===== src/bac_pkg.sv =====
// package: constants for the boot and option configuration block
package bac_pkg;
  // chip-control command values
  localparam logic [7:0] CHIP_CTRL_LOADER_IDLE = 8'h03;
  localparam logic [7:0] CHIP_CTRL_APP_IDLE = 8'h01;
  localparam logic [7:0] CHIP_CTRL_SW_REBOOT = 8'h83;
  localparam logic [7:0] CHIP_CTRL_RESET = 8'h00;
  // option byte 0 field positions
  localparam int OB0_READ_LOCK_N = 0;
  localparam int OB0_TABLE_INHIBIT_N = 1;
  localparam int OB0_DATA_LOCK_N = 2;
  localparam int OB0_REBOOT_AB_DIS = 4;
  localparam int OB0_REBOOT_C_DIS = 5;
  localparam int OB0_FAST_XTAL = 7;
  // option byte 1 field positions
  localparam int OB1_ODD_EN_N = 0;
  localparam int OB1_EVEN_EN_N = 1;
  localparam int OB1_ODD_LEVEL = 2;
  localparam int OB1_EVEN_LEVEL = 3;
  localparam int OB1_CH6_EN_N = 6;
  localparam int OB1_CH7_EN_N = 7;
  // reset value of option bytes before capture (erased flash)
  localparam logic [7:0] OPTION_RESET = 8'hFF;
  // cpu reset pulse length after a boot switch
  localparam int CPU_RST_NS = 100;
  localparam int CLK_PERIOD_NS = 25;
  localparam int CPU_RST_CYCLES = (CPU_RST_NS + CLK_PERIOD_NS - 1) / CLK_PERIOD_NS;
  localparam logic [3:0] CPU_RST_CNT = 4'(CPU_RST_CYCLES);
  // boot sequencer states, one-hot
  typedef enum logic [2:0] {
    BAC_RUN = 3'h1,
    BAC_SWITCH = 3'h2,
    BAC_RESET = 3'h4
  } bac_state_t;
endpackage


===== src/bac_opt_latch.sv =====
// one option byte captured once at power-up
`timescale 1ns/1ps
`default_nettype none
module bac_opt_latch (
  input wire logic ref_clk, // system clock
  input wire logic sys_rst, // synchronous reset
  input wire logic capture, // one-shot capture strobe
  input wire logic [7:0] flash_byte, // byte read from option flash
  output logic [7:0] opt_byte, // latched option byte
  output logic opt_valid // byte has been captured
);
  // capture once, then hold for the rest of the power cycle
  always_ff @(posedge ref_clk) begin
    if (sys_rst) begin
      opt_byte <= bac_pkg::OPTION_RESET;
      opt_valid <= 1'b0;
    end else if (capture && !opt_valid) begin
      opt_byte <= flash_byte;
      opt_valid <= 1'b1;
    end
  end
endmodule
`default_nettype wire


===== src/bac_boot_config.sv =====
// top: boot-source selection and option-byte decoding
//
// Notes on behaviour
// RULE1: chip control 03H at idle: loader, reset
// RULE2: hardware reboot also selects loader flash
// RULE3: writing 83H resets into application flash
// RULE4: chip control 01H at idle: no switch
// RULE5: option bytes captured once at power-up
// RULE6: option-0 bit 0 low blocks all reads
// RULE7: option-0 bit 1 low: external tables external
// RULE8: internal table reads always reach both memories
// RULE9: option-0 bit 1 high: no table restriction
// RULE10: option-0 bit 2 low locks data flash
// RULE11: pins a,b low at reset reboot loader
// RULE12: pin c low at reset reboots loader
// RULE13: programmer sets crystal range bit correctly
// RULE14: option-1 bit 0 low enables odd pwm
// RULE15: option-1 bit 1 low enables even pwm
// RULE16: option-1 bit 2 sets odd initial level
// RULE17: option-1 bit 3 sets even initial level
// RULE18: option-1 bit 6 low enables pwm 6
// RULE19: option-1 bit 7 low enables pwm 7
// RULE20: reserved option bits change nothing
`timescale 1ns/1ps
`default_nettype none
module bac_boot_config (
  input wire logic ref_clk, // 40 MHz cpu clock
  input wire logic sys_rst, // power-on reset, synchronous, high
  input wire logic ext_rst, // external reset pin level, high = in reset
  input wire logic [7:0] option_flash_0, // option byte 0 as stored in flash
  input wire logic [7:0] option_flash_1, // option byte 1 as stored in flash
  input wire logic chip_ctrl_we, // write strobe for chip control
  input wire logic [7:0] chip_ctrl_wdata, // chip control write data
  input wire logic cpu_idle_enter, // pulse: cpu enters idle
  input wire logic reboot_pin_a, // reboot strap pin a
  input wire logic reboot_pin_b, // reboot strap pin b
  input wire logic reboot_pin_c, // reboot strap pin c
  input wire logic read_req_flash, // read of program flash contents
  input wire logic read_req_special, // read of special setting registers
  input wire logic table_read, // code table read request
  input wire logic table_from_internal, // table read issued from internal code
  input wire logic table_addr_internal, // table target lies in internal memory
  input wire logic data_flash_req, // data flash access request
  output logic [7:0] chip_control_reg, // current chip control value
  output logic fetch_from_loader, // 1: fetch from loader flash
  output logic cpu_rst, // cpu reset request
  output logic read_allow, // flash/special read permitted
  output logic table_internal_allow, // table read may return internal code
  output logic data_flash_allow, // data flash access permitted
  output logic fast_xtal, // crystal range above 24 MHz
  output logic [5:0] pwm_pin_en, // per-channel pwm push-pull enables, ch0..5
  output logic pwm_ch6_en, // pwm 6 push-pull enable
  output logic pwm_ch7_en, // pwm 7 push-pull enable
  output logic odd_pwm_initial_level, // odd pwm level after cpu reset
  output logic even_pwm_initial_level, // even pwm level after cpu reset
  output logic options_valid // option bytes captured
);
  logic [7:0] option_byte_0;
  logic [7:0] option_byte_1;
  logic ob0_valid;
  logic ob1_valid;
  logic capture_done;
  bac_pkg::bac_state_t state;
  bac_pkg::bac_state_t next_state;
  logic [3:0] rst_cnt;
  logic hw_reboot;

  // how the block fits together:
  // - the two option bytes are read from flash once, on the first edge after
  //   power-on reset, and then held until the next power cycle; an external
  //   reset does not refresh them, so a programmer must power-cycle the part
  //   to see a new configuration
  // - until both bytes are held, the read and data flash permits and every pin enable stay off and the
  //   cpu is held in reset; the table permit already follows bit 1 of the erased-flash byte 0
  // - the boot sequencer only acts from the run state; a reboot command that
  //   arrives while a switch or a cpu reset is under way is ignored
  // - a loader switch requested by chip control takes effect at idle entry,
  //   one cycle through the switch state, then a fixed-length cpu reset
  // - a software reboot returns fetch to the application flash at once and
  //   starts the same fixed-length cpu reset
  // - the strap pins are looked at on every cycle the external reset is high,
  //   so the last cycle of the reset pulse decides the boot source
  // - chip control clears on any reset, so a stale 03H or 83H cannot be
  //   applied again after the cpu restarts
  // - the access request inputs are not used here: the permits are levels
  //   that the memory paths combine with their own requests

  // option bytes, captured in the first cycle after power-on
  bac_opt_latch u_ob0 ( // RULE5
    .ref_clk(ref_clk),
    .sys_rst(sys_rst),
    .capture(!capture_done),
    .flash_byte(option_flash_0),
    .opt_byte(option_byte_0),
    .opt_valid(ob0_valid)
  );
  bac_opt_latch u_ob1 ( // RULE5
    .ref_clk(ref_clk),
    .sys_rst(sys_rst),
    .capture(!capture_done),
    .flash_byte(option_flash_1),
    .opt_byte(option_byte_1),
    .opt_valid(ob1_valid)
  );
  assign capture_done = ob0_valid & ob1_valid;

  // hardware reboot request while external reset is held
  // gated by capture so erased-flash defaults never enable the straps
  always_comb begin
    hw_reboot = 1'b0;
    if (capture_done && ext_rst) begin
      if (!option_byte_0[bac_pkg::OB0_REBOOT_AB_DIS] && !reboot_pin_a && !reboot_pin_b) begin
        hw_reboot = 1'b1; // RULE11
      end
      if (!option_byte_0[bac_pkg::OB0_REBOOT_C_DIS] && !reboot_pin_c) begin
        hw_reboot = 1'b1; // RULE12
      end
    end
  end

  // chip control register; cleared by any reset
  // clearing in the reset state stops a command from firing twice
  always_ff @(posedge ref_clk) begin
    if (sys_rst || ext_rst || state == bac_pkg::BAC_RESET) begin
      chip_control_reg <= bac_pkg::CHIP_CTRL_RESET;
    end else if (chip_ctrl_we) begin
      chip_control_reg <= chip_ctrl_wdata;
    end
  end

  // boot sequencer next state
  // a reboot write wins over an idle entry in the same cycle
  always_comb begin
    next_state = state;
    case (state)
      bac_pkg::BAC_RUN: begin
        if (chip_ctrl_we && chip_ctrl_wdata == bac_pkg::CHIP_CTRL_SW_REBOOT) begin
          next_state = bac_pkg::BAC_RESET; // RULE3
        end else if (cpu_idle_enter && chip_control_reg == bac_pkg::CHIP_CTRL_LOADER_IDLE) begin
          next_state = bac_pkg::BAC_SWITCH; // RULE1
        end
      end
      bac_pkg::BAC_SWITCH: begin
        next_state = bac_pkg::BAC_RESET;
      end
      bac_pkg::BAC_RESET: begin
        if (rst_cnt == 4'h0) begin
          next_state = bac_pkg::BAC_RUN;
        end
      end
      default: begin
        next_state = bac_pkg::BAC_RUN;
      end
    endcase
  end

  // state register
  always_ff @(posedge ref_clk) begin
    if (sys_rst || ext_rst) begin
      state <= bac_pkg::BAC_RUN;
    end else begin
      state <= next_state;
    end
  end

  // cpu reset pulse length counter
  // preloaded outside the reset state so every pulse has the same length
  always_ff @(posedge ref_clk) begin
    if (sys_rst || state != bac_pkg::BAC_RESET) begin
      rst_cnt <= bac_pkg::CPU_RST_CNT - 4'h1;
    end else if (rst_cnt != 4'h0) begin
      rst_cnt <= rst_cnt - 4'h1;
    end
  end

  // boot source; idle with 01H leaves it untouched
  // a strap request outranks the external reset's return to application flash
  always_ff @(posedge ref_clk) begin
    if (sys_rst) begin
      fetch_from_loader <= 1'b0;
    end else if (hw_reboot) begin
      fetch_from_loader <= 1'b1; // RULE2
    end else if (ext_rst) begin
      fetch_from_loader <= 1'b0;
    end else if (state == bac_pkg::BAC_SWITCH) begin
      fetch_from_loader <= 1'b1; // RULE1
    end else if (state == bac_pkg::BAC_RUN && chip_ctrl_we
                 && chip_ctrl_wdata == bac_pkg::CHIP_CTRL_SW_REBOOT) begin
      fetch_from_loader <= 1'b0; // RULE3
    end
  end

  // cpu reset output: power-on, external pin, or sequencer reset; no reset for 01H (RULE4)
  always_ff @(posedge ref_clk) begin
    if (sys_rst) begin
      cpu_rst <= 1'b1;
    end else begin
      cpu_rst <= ext_rst || !capture_done || next_state == bac_pkg::BAC_RESET;
    end
  end

  // read permit for flash contents and special registers; bit 3 unused (RULE20)
  always_ff @(posedge ref_clk) begin
    if (sys_rst) begin
      read_allow <= 1'b0;
    end else begin
      read_allow <= option_byte_0[bac_pkg::OB0_READ_LOCK_N] && capture_done; // RULE6
    end
  end

  // table read permit: internal code may always reach both memories
  // the source flag is a level, so the permit trails it by one cycle
  always_ff @(posedge ref_clk) begin
    if (sys_rst) begin
      table_internal_allow <= 1'b0;
    end else if (table_from_internal) begin
      table_internal_allow <= 1'b1; // RULE8
    end else begin
      table_internal_allow <= option_byte_0[bac_pkg::OB0_TABLE_INHIBIT_N]; // RULE7 RULE9
    end
  end

  // data flash permit; held off until the bytes are captured
  always_ff @(posedge ref_clk) begin
    if (sys_rst) begin
      data_flash_allow <= 1'b0;
    end else begin
      data_flash_allow <= option_byte_0[bac_pkg::OB0_DATA_LOCK_N] && capture_done; // RULE10
    end
  end

  // crystal range bit passed through; bit 6 unused (RULE20)
  always_ff @(posedge ref_clk) begin
    if (sys_rst) begin
      fast_xtal <= 1'b0;
    end else begin
      fast_xtal <= option_byte_0[bac_pkg::OB0_FAST_XTAL]; // RULE13
    end
  end

  // pwm pin enables ch0..5, one option bit per group; bits 4 and 5 unused (RULE20)
  always_ff @(posedge ref_clk) begin
    if (sys_rst) begin
      pwm_pin_en <= 6'h00;
    end else begin
      for (int i = 0; i < 6; i++) begin
        if (i % 2 == 1) begin
          pwm_pin_en[i] <= !option_byte_1[bac_pkg::OB1_ODD_EN_N] && capture_done; // RULE14
        end else begin
          pwm_pin_en[i] <= !option_byte_1[bac_pkg::OB1_EVEN_EN_N] && capture_done; // RULE15
        end
      end
    end
  end

  // channel 6 push-pull enable
  always_ff @(posedge ref_clk) begin
    if (sys_rst) begin
      pwm_ch6_en <= 1'b0;
    end else begin
      pwm_ch6_en <= !option_byte_1[bac_pkg::OB1_CH6_EN_N] && capture_done; // RULE18
    end
  end

  // channel 7 push-pull enable
  always_ff @(posedge ref_clk) begin
    if (sys_rst) begin
      pwm_ch7_en <= 1'b0;
    end else begin
      pwm_ch7_en <= !option_byte_1[bac_pkg::OB1_CH7_EN_N] && capture_done; // RULE19
    end
  end

  // odd channel level after cpu reset
  always_ff @(posedge ref_clk) begin
    if (sys_rst) begin
      odd_pwm_initial_level <= 1'b0;
    end else begin
      odd_pwm_initial_level <= option_byte_1[bac_pkg::OB1_ODD_LEVEL]; // RULE16
    end
  end

  // even channel level after cpu reset
  always_ff @(posedge ref_clk) begin
    if (sys_rst) begin
      even_pwm_initial_level <= 1'b0;
    end else begin
      even_pwm_initial_level <= option_byte_1[bac_pkg::OB1_EVEN_LEVEL]; // RULE17
    end
  end

  // capture flag, aligned with the decoded outputs above
  always_ff @(posedge ref_clk) begin
    if (sys_rst) begin
      options_valid <= 1'b0;
    end else begin
      options_valid <= capture_done;
    end
  end
endmodule
`default_nettype wire


===== config.mk =====
export PLATFORM = sky130hd
export DESIGN_NAME = bac_boot_config
export DESIGN_NICKNAME = d
export VERILOG_FILES = /design/src/bac_pkg.sv /design/src/bac_opt_latch.sv /design/src/bac_boot_config.sv
export SDC_FILE = /design/constraint.sdc
export NUM_CORES = 1
export LEC_CHECK = 0
export BUFFER_PORTS_ARGS = -buffer_cell sky130_fd_sc_hd__buf_2
export CORE_MARGIN = 3
export CORE_UTILIZATION = 30
export CTS_BUF_LIST = sky130_fd_sc_hd__clkbuf_4 sky130_fd_sc_hd__clkbuf_8
export DETAILED_ROUTE_END_ITERATION = 10
export GPL_TIMING_DRIVEN = 1
export PLACE_DENSITY_LB_ADDON = 0.15
export SKIP_LAST_GASP = 1
export SYNTH_ARGS = -nofsm -noshare
export SYNTH_HDL_FRONTEND = slang
export SYNTH_HIERARCHICAL = 1
export SYNTH_SLANG_ARGS = --single-unit

===== constraint.sdc =====
create_clock -name ref_clk -period 1.8 [get_ports ref_clk]
set_input_delay 0.18 -clock ref_clk [delete_from_list [all_inputs] [get_ports ref_clk]]
set_output_delay 0.18 -clock ref_clk [all_outputs]
set_load 0.05 [all_outputs]

# Yosys cells after proc, flatten, opt, wreduce, memory -nomap -nowiden
# Index checks and enable logic that the tools add are counted.
# classes
mul	0
n_reduce_logical	36
shifts	0
eq_ne	7
add_sub_neg	1
n_mux	12
n_lt_le_gt_ge	0
n_div	0
n_bitwise	1
# ops
operator	n
logical AND 1 bit	16
zero test 1 bit	12
2-to-1 mux 3 bit	3
one-hot mux 3 bit (3 select lines)	1
== test 8 x 2 -> 1 bit (second input constant)	1
== test 8 bit (second input constant)	1
2-to-1 mux 1 bit	8
nonzero test 4 bit	2
== test 3 bit (second input constant)	2
logical OR 1 bit	5
zero test 4 bit	1
subtractor 4 x 1 -> 4 bit (second input constant)	1
== test 3 x 1 -> 1 bit (second input constant)	1
== test 3 x 2 -> 1 bit (second input constant)	1
!= test 3 bit (second input constant)	1
AND 1 bit	1
# word_totals
mem_count	0
mem_bits_ro	0
register_bits	50
input_bits	38
ramBits	0
word_cells	76
latch_bits	0

# Longest topological paths before layout
# logic_depth
depth_word	7
ltp_mapped	5
mapped_depth_nobuf	5

# Cells and area by module
# The synthesis kept the hierarchy.
# modules_own_cells
mod	n_inst	cells_per_inst	area_each_um2	seq_area_each_um2
bac_boot_config	1	107	1088.5	560.5
bac_opt_latch	2	39	366.6	180.2

# Worst setup path before layout
# Ideal clock, no wire load.
# synth_timing
path_type	input -> register
from	input chip_ctrl_wdata[4]
to	register state[2]
required_ps	1734
setup_slack_ps	381
cell_stages	3
arrival_ps	1353
setup_time_ps	66
path_cell_list	or4b_4 or4b_4 a21boi_2
# synth_via
elab_chain_len	4
# synth_rtl
element	line	rtl
start: declaration	bac_boot_config.sv:33	input wire logic [7:0] chip_ctrl_wdata,
== test 8 bit	bac_boot_config.sv:137	if (chip_ctrl_we && chip_ctrl_wdata == bac_pkg::CHIP_CTRL_SW_REBOOT) begin
logical AND 1 bit	bac_boot_config.sv:137	
2-to-1 mux 3 bit	bac_boot_config.sv:137	
one-hot mux 3 bit (3 select lines)	bac_boot_config.sv:135	case (state)
end signal: assignment	bac_boot_config.sv:160	state <= bac_pkg::BAC_RUN;
end signal: assignment	bac_boot_config.sv:162	state <= next_state;
end: declaration	bac_boot_config.sv:63	bac_pkg::bac_state_t state;
# No other way between the ends.
# A chain may end at the register's enable or synchronous reset.

# Worst setup path after layout
# layout_timing
from	register rst_cnt[0]
to	register rst_cnt[1]
# layout_via
elab_chain_len	1
# layout_rtl
element	line	rtl
start: declaration	bac_boot_config.sv:65	logic [3:0] rst_cnt;
start signal: assignment	bac_boot_config.sv:170	rst_cnt <= bac_pkg::CPU_RST_CNT - 4'h1;
start signal: assignment	bac_boot_config.sv:172	rst_cnt <= rst_cnt - 4'h1;
subtractor 4 x 1 -> 4 bit / nonzero test 4 bit (equally long branches)	bac_boot_config.sv:172, bac_boot_config.sv:171	
# Parallel ways exist; a longest one is shown, timed or not.

==> results.txt <==
CP Capture Type: register
Synth warn: 6
Routed WL: 3270 um
Die height: 80.6 um
DRC: 0
Post-synth design cell area: 1670 um2
Worst Hold End: table_internal_allow
Hold path start: table_from_internal
Syn avg cell area: 9.89 um2
Worst path arrival time: 1.67 ns
Tmin final: 1.45 ns
Core area: 5240 um2
H-Tree Level Count: 2
Initial drt markers: 75
Routed Antenna Nets: 0
Worst skew pair latency: 0.29 ns
Routed WL per cell: 11.2 um
# Post-CTS Setup Buffers: 0
Final setup margin: 0.354 ns
CTS root buffer: clkbuf_8
Crit Path Class: register to register
Layout net count: 261
Site Rows: 26
Cells after Synth: 169
Worst Setup Start Kind: register
CTS Hold Bufs: 0
Fraction of layout cells with a size suffix above 1: 34.1%
Dpl ws: 0.225 ns
Total grt overflow: 0
Initial Util: 31.9%
ANT cells: 0
DIE AREA: 6500 um2
Area Growth Syn to Fin: 25.7%
RSZ-0062 raised after global routing: no
Setup TNS: 0 ns
Hpwl dp: 2530 um
Via density: 4.40
Worst hold slack: 0.0951 ns
Setup violations, final: 0
CTS tree: built
CTS max path bufs: 2
Fillers: 540
Max-slew violation count: 0
Ports: 63
Syn_nets: 208
Fmax: 692 MHz
Power per Cell Area: 1010 nW/um2
Initial antenna violation count: 0
Clock Sinks: 42
Worst-path fanout max: 3
Largest net degree at the start of global routing: 24
DR vias: 1288
Post-CTS sizing: 0
Number of flip-flops in the largest register: 8
Worst R2R Setup Slack: 0.35 ns
Die Width: 80.6 um
First drt pass iteration count: 4
Vias in the first global route: 1234
Least-Margin Pin Slew: 0.513 ns
Final period utilization: 80.3%
R2R Path Start: rst_cnt[0]
Worst hold path type: input pin to register
Hold Vio Cnt, Final: 0
Slew margin rel.: 65.4%
Leak: 0.972 nW
Max Cap Violations: 0
R2R Path End: rst_cnt[1]
Port Buf Inserts: 53
Status: completed
Worst R2R Path Depth: 5
Gp weighted congestion: 0.749
Maximum VDD drop: 0.000445 V
First-pass GRT wire length: 5620 um
Hold Crit Depth: 3
Worst-case clock skew: 0.00288 ns
Clock transition at path regs: 0.08 ns
GRT Util Overall: 11.2%
TritonCTS buffer count: 5
WP data required: 2.02 ns
-- area by class of cell --
class | instances | area [um2] | area share [%]
clock inverters | 2 | 60.1 | 2.86
well taps | 70 | 87.6 | 4.17
repair buffers | 57 | 295 | 14.0
multi-input cells | 112 | 721 | 34.3
clock buffers | 6 | 82.6 | 3.93
inverters | 4 | 15.0 | 0.714
flip-flops and latches | 42 | 841 | 40.0
-- power by group --
| part | leakage (nW) | switching, mW | total [mW] | internal (mW) |
|---|---|---|---|---|
| Combinational | 0.556 | 0.149 | 0.234 | 0.0845 |
| Sequential | 0.345 | 0.0199 | 0.992 | 0.972 |
| Clock | 0.0714 | 0.310 | 0.901 | 0.591 |
-- layout by cell type (no fill, tap or decap), drive strengths merged, types with 4 or more instances in the layout --
| master | instances |
|---|---|
| buf | 57 |
| clkbuf | 6 |
| dfxtp | 42 |
| inv | 4 |
| mux2i | 19 |
| nand2 | 5 |
| nor2 | 45 |
| nor2b | 5 |
| nor3 | 4 |
| xnor2 | 4 |
-- metal layers --
layer	track usage, %	share of wire, %	up-vias
met1	14.1	47	590
met3	4.48	6.4	6
met5	0	0	-
met4	4.56	1.5	0
met2	16.8	45	28
li1	-	-	664
-- worst max-delay path, stage by stage, from the launching register on --
cell and delay [ns]:
dfxtp_1 0.32, inv_1 0.09, ha_1 0.20, or3b_2 0.48
and2_0 0.16, o21ai_0 0.13
-- worst max path at each step --
stage                       endpoint  slack (ns)          startpoint  cells after the start
final                     rst_cnt[1]        0.35          rst_cnt[0]                      5
after global routing      rst_cnt[1]        0.26          rst_cnt[0]                      5
after CTS                 rst_cnt[1]        0.34          rst_cnt[0]                      5
after detailed placement    state[2]        0.23  chip_ctrl_wdata[4]                      4
after global placement      state[2]        0.23  chip_ctrl_wdata[4]                      4
after floorplan             state[2]        0.38  chip_ctrl_wdata[4]                      3
-- stage by stage --
stage / cell area [um2] / power, mW / instances / utilization, %
after global placement: 1960 / 1.25 / 285 / 37.4
after CTS: 2100 / 2.16 / 293 / 40.1
after global routing: 2100 / 2.23 / 293 / 40.1
after floorplan: 1670 / 1.19 / 169 / -
after detailed placement: 1960 / 1.25 / 285 / 37.4
final: 2100 / 2.13 / 293 / 40.1
(Power assumes the default switching activity.)
